<file path="src/logic/pmtac_defs.vh">
// register offsets, bit positions and timing constants for the table access control
`ifndef PMTAC_DEFS_VH
`define PMTAC_DEFS_VH
`define PMTAC_ADDR_CTRL 12'hfa6
`define PMTAC_ADDR_UNLOCK 12'hfa7
`define PMTAC_ADDR_LATCH 12'hff5
`define PMTAC_ADDR_PTR_LOW 12'hff6
`define PMTAC_ADDR_PTR_HIGH 12'hff7
`define PMTAC_ADDR_PTR_UPPER 12'hff8
`define PMTAC_BIT_TARGET 7
`define PMTAC_BIT_CFGSEL 6
`define PMTAC_BIT_UNUSED 5
`define PMTAC_BIT_ERASE 4
`define PMTAC_BIT_ERROR 3
`define PMTAC_BIT_WRITE_ENABLE_BIT 2
`define PMTAC_BIT_WSTROBE 1
`define PMTAC_BIT_RSTROBE 0
`define PMTAC_KEY_FIRST 8'h55
`define PMTAC_KEY_SECOND 8'haa
`define PMTAC_PTR_W 22
`define PMTAC_PTR_LOW_W 21
`define PMTAC_MODE_KEEP 2'h0
`define PMTAC_MODE_POSTINC 2'h1
`define PMTAC_MODE_POSTDEC 2'h2
`define PMTAC_MODE_PREINC 2'h3
`define PMTAC_LONG_WRITE_US 2000
`define PMTAC_CLK_MHZ 40
`define PMTAC_TIMER_W 20
`define PMTAC_EE_WRITE_CYCLES 20'h00010
`endif

</file>
<file path="src/logic/pmtac_ctrl.v">
// nonvolatile access control, unlock, table latch and table pointer logic
`include "pmtac_defs.vh"
`default_nettype none
module pmtac_ctrl #(
	parameter [19:0] LONG_WRITE_CYCLES = 20'd80000
) (
	input wire clk_i,
	input wire reset_i,
	input wire abort_reset_i,
	input wire [11:0] sfr_addr_i,
	input wire [7:0] sfr_wdata_i,
	input wire sfr_write_i,
	input wire sfr_read_i,
	output reg [7:0] sfr_rdata_o,
	input wire tbl_read_i,
	input wire tbl_write_i,
	input wire [1:0] tbl_mode_i,
	output wire tbl_busy_o,
	output reg [21:0] mem_addr_o,
	input wire [7:0] mem_rdata_i,
	output reg mem_read_o,
	output reg hold_write_o,
	output reg [2:0] hold_index_o,
	output reg [7:0] hold_data_o,
	output reg nv_start_o,
	output reg nv_erase_o,
	output reg [1:0] nv_space_o,
	output reg [18:0] nv_block_o,
	output reg ee_read_o,
	output wire cpu_stall_o,
	output reg nv_write_done_o
);
	// ****************************************************************
	// state
	// ****************************************************************
	localparam [1:0] ST_IDLE = 2'h0;
	localparam [1:0] ST_KEY1 = 2'h1;
	localparam [1:0] ST_ARMED = 2'h2;
	localparam [1:0] ST_WRITE = 2'h3;
	localparam [1:0] SP_EEPROM = 2'h0;
	localparam [1:0] SP_FLASH = 2'h1;
	localparam [1:0] SP_CONFIG = 2'h2;
	reg [1:0] state;
	reg [1:0] next_state;
	reg target_sel;
	reg cfg_sel;
	reg erase_en;
	reg error_flag;
	reg wr_en;
	reg wr_strobe;
	reg rd_strobe;
	reg [7:0] latch;
	reg [21:0] pointer;
	reg tbl_pending;
	reg tbl_is_write;
	reg [1:0] tbl_mode_q;
	reg [2:0] abort_sync;
	reg abort_level;
	reg timer_start;
	reg [19:0] timer_len;
	wire timer_busy;
	wire timer_done;
	wire [7:0] ctrl_value;
	wire start_ok;

	// ****************************************************************
	// helpers
	// ****************************************************************
	// address decode reused by read and write paths
	function hit;
		input [11:0] a;
		input [11:0] b;
		begin
			hit = (a == b);
		end
	endfunction

	// space selection: config overrides target
	function [1:0] space_of;
		input t;
		input c;
		begin
			if (c) begin
				space_of = SP_CONFIG;
			end else if (t) begin
				space_of = SP_FLASH;
			end else begin
				space_of = SP_EEPROM;
			end
		end
	endfunction

	// pointer step confined to the low 21 bits
	function [21:0] step;
		input [21:0] p;
		input dn;
		begin
			if (dn) begin
				step = {p[21], p[20:0] - 21'h000001};
			end else begin
				step = {p[21], p[20:0] + 21'h000001};
			end
		end
	endfunction

	// ****************************************************************
	// control register image
	// ****************************************************************
	assign ctrl_value = {target_sel, cfg_sel, 1'b0, erase_en, error_flag, wr_en, wr_strobe, rd_strobe};
	assign start_ok = sfr_write_i && hit(sfr_addr_i, `PMTAC_ADDR_CTRL) && sfr_wdata_i[`PMTAC_BIT_WSTROBE]
		&& !wr_strobe && !timer_busy && wr_en && state == ST_ARMED;
	assign cpu_stall_o = wr_strobe && (target_sel || cfg_sel) || tbl_pending;
	assign tbl_busy_o = tbl_pending;

	// three-stage sync of the abort reset request
	always @(posedge clk_i or posedge reset_i) begin
		if (reset_i) begin
			abort_sync <= 3'h0;
			abort_level <= 1'b0;
		end else begin
			abort_sync <= {abort_sync[1:0], abort_reset_i};
			if (abort_sync[2] == abort_sync[1]) begin
				abort_level <= abort_sync[2];
			end
		end
	end

	// unlock sequence watcher
	always @* begin
		next_state = state;
		case (state)
			ST_IDLE: begin
				if (sfr_write_i && hit(sfr_addr_i, `PMTAC_ADDR_UNLOCK) && sfr_wdata_i == `PMTAC_KEY_FIRST) begin
					next_state = ST_KEY1;
				end
			end
			ST_KEY1: begin
				if (sfr_write_i) begin
					if (hit(sfr_addr_i, `PMTAC_ADDR_UNLOCK) && sfr_wdata_i == `PMTAC_KEY_SECOND) begin
						next_state = ST_ARMED;
					end else begin
						next_state = ST_IDLE;
					end
				end
			end
			ST_ARMED: begin
				if (start_ok) begin
					next_state = ST_WRITE;
				end else if (sfr_write_i) begin
					next_state = ST_IDLE;
				end
			end
			ST_WRITE: begin
				if (timer_done || abort_level) begin
					next_state = ST_IDLE;
				end
			end
			default: begin
				next_state = ST_IDLE;
			end
		endcase
	end

	// timer launch and length select
	always @* begin
		timer_start = start_ok;
		if (target_sel || cfg_sel) begin
			timer_len = LONG_WRITE_CYCLES;
		end else begin
			timer_len = `PMTAC_EE_WRITE_CYCLES;
		end
	end

	pmtac_write_timer #(
		.LONG_CYCLES(LONG_WRITE_CYCLES)
	) u_timer (
		.clk_i(clk_i),
		.reset_i(reset_i | abort_level),
		.start_i(timer_start),
		.length_i(timer_len),
		.busy_o(timer_busy),
		.done_o(timer_done)
	);

	// ****************************************************************
	// control register and sequencing
	// ****************************************************************
	always @(posedge clk_i or posedge reset_i) begin
		if (reset_i) begin
			state <= ST_IDLE;
			target_sel <= 1'b0;
			cfg_sel <= 1'b0;
			erase_en <= 1'b0;
			error_flag <= 1'b0;
			wr_en <= 1'b0;
			wr_strobe <= 1'b0;
			rd_strobe <= 1'b0;
			nv_start_o <= 1'b0;
			nv_erase_o <= 1'b0;
			nv_space_o <= SP_EEPROM;
			nv_block_o <= 19'h00000;
			ee_read_o <= 1'b0;
			nv_write_done_o <= 1'b0;
		end else begin
			state <= next_state;
			nv_start_o <= 1'b0;
			ee_read_o <= 1'b0;
			nv_write_done_o <= 1'b0;
			rd_strobe <= 1'b0;
			if (sfr_write_i && hit(sfr_addr_i, `PMTAC_ADDR_CTRL)) begin
				target_sel <= sfr_wdata_i[`PMTAC_BIT_TARGET];
				cfg_sel <= sfr_wdata_i[`PMTAC_BIT_CFGSEL];
				erase_en <= sfr_wdata_i[`PMTAC_BIT_ERASE];
				error_flag <= sfr_wdata_i[`PMTAC_BIT_ERROR];
				wr_en <= sfr_wdata_i[`PMTAC_BIT_WRITE_ENABLE_BIT];
				if (sfr_wdata_i[`PMTAC_BIT_RSTROBE] && !sfr_wdata_i[`PMTAC_BIT_TARGET] && !wr_strobe) begin
					rd_strobe <= 1'b1;
					ee_read_o <= 1'b1;
				end
			end
			if (start_ok) begin
				wr_strobe <= 1'b1;
				nv_start_o <= 1'b1;
				nv_erase_o <= erase_en;
				nv_space_o <= space_of(target_sel, cfg_sel);
				if (erase_en) begin
					nv_block_o <= {pointer[21:6], 3'h0};
				end else begin
					nv_block_o <= pointer[21:3];
				end
			end
			if (state == ST_WRITE && abort_level) begin
				wr_strobe <= 1'b0;
				error_flag <= 1'b1; // select bits untouched
			end else if (state == ST_WRITE && timer_done) begin
				wr_strobe <= 1'b0;
				erase_en <= 1'b0;
				error_flag <= 1'b0;
				nv_write_done_o <= 1'b1;
			end
		end
	end

	// ****************************************************************
	// table latch, pointer and table instructions
	// ****************************************************************
	always @(posedge clk_i or posedge reset_i) begin
		if (reset_i) begin
			latch <= 8'h00;
			pointer <= 22'h000000;
			tbl_pending <= 1'b0;
			tbl_is_write <= 1'b0;
			tbl_mode_q <= `PMTAC_MODE_KEEP;
			mem_addr_o <= 22'h000000;
			mem_read_o <= 1'b0;
			hold_write_o <= 1'b0;
			hold_index_o <= 3'h0;
			hold_data_o <= 8'h00;
		end else begin
			mem_read_o <= 1'b0;
			hold_write_o <= 1'b0;
			if (sfr_write_i && hit(sfr_addr_i, `PMTAC_ADDR_LATCH)) begin
				latch <= sfr_wdata_i;
			end
			if (sfr_write_i && hit(sfr_addr_i, `PMTAC_ADDR_PTR_LOW)) begin
				pointer[7:0] <= sfr_wdata_i;
			end
			if (sfr_write_i && hit(sfr_addr_i, `PMTAC_ADDR_PTR_HIGH)) begin
				pointer[15:8] <= sfr_wdata_i;
			end
			if (sfr_write_i && hit(sfr_addr_i, `PMTAC_ADDR_PTR_UPPER)) begin
				pointer[21:16] <= sfr_wdata_i[5:0];
			end
			if ((tbl_read_i || tbl_write_i) && !cpu_stall_o) begin // long writes and a pending table op hold off table work
				tbl_pending <= 1'b1;
				tbl_is_write <= tbl_write_i;
				tbl_mode_q <= tbl_mode_i;
				if (tbl_mode_i == `PMTAC_MODE_PREINC) begin
					pointer <= step(pointer, 1'b0);
				end
			end else if (tbl_pending) begin
				tbl_pending <= 1'b0;
				if (tbl_is_write) begin
					hold_write_o <= 1'b1;
					hold_index_o <= pointer[2:0];
					hold_data_o <= latch;
				end else begin
					mem_read_o <= 1'b1;
					mem_addr_o <= pointer;
				end
				case (tbl_mode_q)
					`PMTAC_MODE_POSTINC: begin
						pointer <= step(pointer, 1'b0);
					end
					`PMTAC_MODE_POSTDEC: begin
						pointer <= step(pointer, 1'b1);
					end
					default: begin
						pointer <= pointer;
					end
				endcase
			end
			if (mem_read_o) begin
				latch <= mem_rdata_i;
			end
		end
	end

	// ****************************************************************
	// register read mux
	// ****************************************************************
	always @* begin
		sfr_rdata_o = 8'h00; // unlock port and unmapped read zero
		if (sfr_read_i) begin
			if (hit(sfr_addr_i, `PMTAC_ADDR_CTRL)) begin
				sfr_rdata_o = ctrl_value;
			end else if (hit(sfr_addr_i, `PMTAC_ADDR_LATCH)) begin
				sfr_rdata_o = latch;
			end else if (hit(sfr_addr_i, `PMTAC_ADDR_PTR_LOW)) begin
				sfr_rdata_o = pointer[7:0];
			end else if (hit(sfr_addr_i, `PMTAC_ADDR_PTR_HIGH)) begin
				sfr_rdata_o = pointer[15:8];
			end else if (hit(sfr_addr_i, `PMTAC_ADDR_PTR_UPPER)) begin
				sfr_rdata_o = {2'h0, pointer[21:16]};
			end
		end
	end
endmodule // pmtac_ctrl
`default_nettype wire

</file>
<file path="src/logic/pmtac_write_timer.v">
// self-timed write and erase duration counter
`default_nettype none
module pmtac_write_timer #(
	parameter [19:0] LONG_CYCLES = 20'd80000
) (
	input wire clk_i,
	input wire reset_i,
	input wire start_i,
	input wire [19:0] length_i,
	output wire busy_o,
	output reg done_o
);
	reg [19:0] count;
	assign busy_o = (count != 20'h00000);
	// load on start, count down, pulse done on the final count
	always @(posedge clk_i or posedge reset_i) begin
		if (reset_i) begin
			count <= 20'h00000;
			done_o <= 1'b0;
		end else begin
			done_o <= 1'b0;
			if (start_i && !busy_o) begin
				count <= length_i;
			end else if (busy_o) begin
				count <= count - 20'h00001;
				if (count == 20'h00001) begin
					done_o <= 1'b1;
				end
			end
		end
	end
endmodule // pmtac_write_timer
`default_nettype wire

</file>
<file path="config.mk">
export PLATFORM = sky130hd
export DESIGN_NAME = pmtac_ctrl
export DESIGN_NICKNAME = d
export VERILOG_FILES = /design/src/logic/pmtac_ctrl.v /design/src/logic/pmtac_write_timer.v
export VERILOG_INCLUDE_DIRS = /design/src /design/src/logic
export SDC_FILE = /design/constraint.sdc
export NUM_CORES = 1
export LEC_CHECK = 0
export BUFFER_PORTS_ARGS = -buffer_cell sky130_fd_sc_hd__buf_2
export CAP_MARGIN = 20
export CORE_UTILIZATION = 43
export CTS_BUF_LIST = sky130_fd_sc_hd__clkbuf_8
export CTS_CLUSTER_SIZE = 10
export DETAILED_ROUTE_END_ITERATION = 8
export GPL_TIMING_DRIVEN = 0
export HOLD_SLACK_MARGIN = 0.02
export PLACE_DENSITY_LB_ADDON = 0.05
export SYNTH_ARGS = -nofsm -noshare
export SYNTH_HDL_FRONTEND = slang
export SYNTH_SLANG_ARGS = --single-unit
</file>
<file path="constraint.sdc">
create_clock -name clk_i -period 3.9 [get_ports clk_i]
set_input_delay 0.585 -clock clk_i [delete_from_list [all_inputs] [get_ports clk_i]]
set_output_delay 0.585 -clock clk_i [all_outputs]
set_load 0.01 [all_outputs]
</file>
**Yosys cells after proc, flatten, opt, wreduce, memory -nomap -nowiden**

Index checks and enable logic that the tools add are counted.

- Flip-flop bits (word level): 127
- Bits in latches: 0
- Bits in writable memories: 0
- ROM bits: 0
- Input bits: 37
- Output and inout bits: 70
- Logic and storage cells: 147
- Memories kept: 0

- Add/subtract/negate cells: 3
- $mul: 0
- Divide/modulo/power cells: 0
- Order comparisons: 0
- Equal/unequal tests: 23
- Shift-type cells: 0
- Muxes and demuxes: 52
- Bitwise logic cells: 3
- Reduce and logical (&&, ||, !) cells: 38

Operators with widths:

| operator | count |
|---|---|
| $eq A12 B12 Y1 const B | 6 |
| $mux W8 | 9 |
| $mux W22 | 3 |
| $pmux W21 S2 | 1 |
| $mux W20 | 2 |
| $mux W1 | 25 |
| $add A21 B1 Y21 const B | 1 |
| $sub A21 B1 Y21 const B | 1 |
| $eq A20 B1 Y1 const B | 1 |
| $logic_and A1 B1 Y1 | 20 |
| $reduce_bool A20 Y1 | 1 |
| $sub A20 B1 Y20 const B | 1 |
| $mux W17 | 1 |
| $mux W2 | 7 |
| $mux W6 | 2 |
| $eq A2 B2 Y1 const B | 4 |
| $eq A8 B7 Y1 const B | 1 |
| $eq A8 B8 Y1 const B | 1 |
| $ne A2 B2 Y1 const B | 4 |
| $pmux W2 S4 | 1 |
| $reduce_and A3 Y1 | 2 |
| $reduce_bool A3 Y1 | 2 |
| $eq A2 B1 Y1 const B | 2 |
| $logic_not A1 Y1 | 4 |
| 12 further kinds | 17 |

**Depth between registers and ports, before layout**

- Word-level depth: 10
- Depth in mapped cells: 9
- Gate-level depth less buffers: 8

**Modules after synthesis**

Synthesis repeated with hierarchy kept, for this count alone.

- Cell total of the unflattened synthesis: 741
- Area, all modules: 7289.5 um^2

Modules (own cells, without submodules):

| module | instances | cells each | area each (um^2) | seq. area each (um^2) |
|---|---|---|---|---|
| pmtac_ctrl | 1 | 600 | 5889.4 | 2652.5 |
| pmtac_write_timer | 1 | 141 | 1400.1 | 525.5 |

**Least setup slack after synthesis**

No wires, ideal clock.

- Path type: input port to output port
- Start: input port sfr_addr_i[10]
- End: output port sfr_rdata_o[2]
- Arrival time: 2076 ps
- Required time: 3315 ps
- Setup slack: 1239 ps
- Stages on the path: 8
- Cell sequence: nand4_1 > or2_2 > buf_2 > or3_1 > clkbuf_1 > nor2_1 > o32ai_1 > and2_1

- Longest elaborated chain between the ends: 7
- Elaborated cells between the ends (all ways): 11
- Those cells by class: 5 x eq/ne; 6 x mux

RTL lines:

| what | line | source |
|---|---|---|
| start: declaration | pmtac_ctrl.v:10 | `input wire [11:0] sfr_addr_i,` |
| $eq A12 B12 Y1 | pmtac_ctrl.v:74 | `hit = (a == b);` |
| $mux W6 | pmtac_ctrl.v:323 | `` end else if (hit(sfr_addr_i, `PMTAC_ADDR_PTR_UPPER)) begin `` |
| $mux W8 | pmtac_ctrl.v:321 | `` end else if (hit(sfr_addr_i, `PMTAC_ADDR_PTR_HIGH)) begin `` |
| $mux W8 | pmtac_ctrl.v:319 | `` end else if (hit(sfr_addr_i, `PMTAC_ADDR_PTR_LOW)) begin `` |
| $mux W8 | pmtac_ctrl.v:317 | `` end else if (hit(sfr_addr_i, `PMTAC_ADDR_LATCH)) begin `` |
| $mux W8 * | pmtac_ctrl.v:315 | `` if (hit(sfr_addr_i, `PMTAC_ADDR_CTRL)) begin `` |
| $mux W8 * | pmtac_ctrl.v:314 | `if (sfr_read_i) begin` |
| end: declaration | pmtac_ctrl.v:14 | `output reg [7:0] sfr_rdata_o,` |

Every way passes the cells marked *; elsewhere a longest branch is shown, timed or not.

**Final worst setup path**

Same ends and word-level chain as after synthesis.

==> results_dict.tcl <==
set metrics [dict create \
    clk_pin_slew_worst_paths_ns 0.08 \
    cts_tree "done" \
    p_leak_uw 0.00379 \
    syn-num-nets 803 \
    grt_antenna_before_repair 0 \
    clockBufferDepth 2 \
    drc 0 \
    htree_levels 4 \
    crit_family "simple AND/OR/NAND/NOR gates" \
    grt_pass1_wl_um 35900 \
    ys_ff_latch 127 \
    via_per_inst 5.92 \
    routedWlPerCell_um 20.9 \
    path_cells "buf_2 > nand4_1 > or2_2 > buf_2 > or3_1 > clkbuf_1 > nor2_1 > o32ai_1 > and2_1 > buf_2" \
    final_cell_mix "dfrtp_1, nand2_1, buf_2, nor2_1, o21ai_0" \
    cts_root_buffer "clkbuf_8" \
    synth.distinct_cells 74 \
    final_common_cell "dfrtp_1" \
    yosys.area_share.adder 0.0122 \
    grt_overflow 0 \
    skew_ns 0.0180 \
    synth_simple_gate_area_frac 0.251 \
    fin_crit_sh 0.798 \
    vias 6587 \
    fp.dieW_um 129 \
    cap_violations 0 \
    gp_congestion 0.944 \
    io_pins 107 \
    cpPeakStageDelay_ns 0.37 \
    start_util 0.439 \
    worst_pin_slew_ns 0.863 \
    core_region_area_um2 15800 \
    status "complete, no violations" \
    p_per_area_nw_per_um2 543 \
    ys.flop_type "dfrtp_1" \
    antenna_left 0 \
    syn-instance-count 760 \
    tns_ns 0 \
    period_minus_slack_ns 3.11 \
    slew-limit-headroom 0.425 \
    ys_warn_count 0 \
    ys_seq_area_frac 0.457 \
    rows 46 \
    io_buffers 103 \
    final-instance-count-excl-fill 1113 \
    synth.area.top_cells "dfrtp_1, nand2_1, mux2_2" \
    layout-drive-gt1-share 0.224 \
    post-cts-setup-buffer-count 0 \
    max_freq_mhz 321 \
    clock-sinks 127 \
    r2r_slack_ns 0.81 \
    holdBufCountCts 0 \
    worstSetupStartpointType "primary input" \
    yosys-mux-area-fraction 0.0710 \
    async_flop_share 1.00 \
    post-route-util 0.517 \
    grt_use_total 0.290 \
    grt_max_degree 55 \
    dpl.cell_count 1081 \
    fillers 1532 \
    drt_iter0_drc 685 \
    netlist.area_leader.share 0.457 \
    critPathMaxFanout 10 \
    areaGrowthSynthToFinish_pct 17.7 \
    dieArea_um2 16700 \
    min_path_type "in -> async" \
    cts_buffers 17 \
    place_area_um2 7780 \
    synth_xor_area_frac 0.0227 \
    synth_top_family_by_area "simple AND/OR/NAND/NOR gates" \
    cp.arrival_ns 2.53 \
    hpwl_um 16900 \
    synth_top_area_cell "dfrtp_1" \
    rsz0062_at_grt "false" \
    crit_buf_inv 4 \
    syn_area_um2 6950 \
    slew_violations 0 \
    critPathSlowestCell "or3_1" \
    syn_avg_cell_area_um2 9.14 \
    vdd_drop_max_uv 320 \
    final_area_um2 8180 \
    finalPower_uw 4440 \
    grt_pass1_vias 6177 \
    cts.repair.resized 0 \
    drt_first_pass_iters 5 \
    setup_viol 0 \
    clock_latency_ns 0.46 \
    synth_edf_count 0 \
    worstSetupPathType "in -> out" \
    worstPathRequired_ns 3.31 \
    diodes 0 \
    synth-compound-area-share 0.151 \
    cp-end-kind "output port" \
    final_nets 927 \
    routed_wl_um 23200 \
    cpMostUsedCell "buf_2" \
    hold_violations 0 \
    die_y_um 129 \
]
## cell families (layout without fill, tap and decap cells)
logic type,after synthesis,after routing
compound gates,164,164
buf+inv,63,200
xor+xnor,18,18
simple gates,336,336
mux,45,45
flops,127,127
fa+ha+maj,7,7
## where the power goes
part           switching, uW  internal, uW  total (uW)
logic                    935           548        1480
registers                208          1580        1790
clock network            596           577        1170
total                   1740          2700        4440
## cell usage after synthesis, drive strengths merged, types with 9 or more instances
cell / n
xor2: 13
nor2: 70
dfrtp: 127
or3: 13
nand2: 113
o21ai: 47
or4: 11
mux2: 34
mux2i: 11
o211ai: 9
nor4: 13
and3: 10
clkbuf: 40
nand3: 28
inv: 15
nand4: 11
a21oi: 41
nor3: 20
## final timing paths
path / cells past startpoint / startpoint / to
max: 10 / sfr_addr_i[10] / sfr_rdata_o[2]
min: 2 / reset_i / u_timer.count[8]
max reg2reg: 9 / pointer[1] / pointer[12]
min reg2reg: 0 / abort_sync[0] / abort_sync[1]
max in group asynchronous: 2 / abort_level / u_timer.count[15]
min in group clk_i: 1 / abort_reset_i / abort_sync[0]
## sequential cells by signal (all words and copies together) (netlist names), 2 cells and up
signal / cells
mem_addr_o: 22
pointer: 22
u_timer.count: 20
nv_block_o: 19
hold_data_o: 8
latch: 8
abort_sync: 3
hold_index_o: 3
nv_space_o: 2
state: 2
tbl_mode_q: 2
## per-layer routing
layer | vias to the layer above | routed length (um) | global-route usage
li1 | 3016 | - | -
met1 | 3218 | 10400 | 0.400
met2 | 297 | 10800 | 0.456
met3 | 56 | 1450 | 0.0467
met4 | 0 | 637 | 0.118
met5 | - | 0 | 0
## layout make-up
| class | count | area [um^2] | share of cell area |
|---|---|---|---|
| Buffer | 48 | 188 | 0.0229 |
| Clock buffer | 17 | 234 | 0.0286 |
| Clock inverter | 15 | 163 | 0.0199 |
| Inverter | 15 | 58.8 | 0.00719 |
| Multi-Input combinational cell | 570 | 3530 | 0.431 |
| Sequential cell | 127 | 3180 | 0.389 |
| Tap cell | 216 | 270 | 0.0330 |
| Timing Repair Buffer | 105 | 558 | 0.0682 |
## through the flow
step	hold slack, ns	setup slack [ns]
2_1_floorplan	0.331	0.526
3_3_place_gp	0.337	-0.800
3_5_place_dp	0.338	0.812
4_1_cts	0.217	0.802
5_1_grt	0.209	0.641
6_report	0.213	0.789
Note: power is estimated with default switching activity, not from simulation.
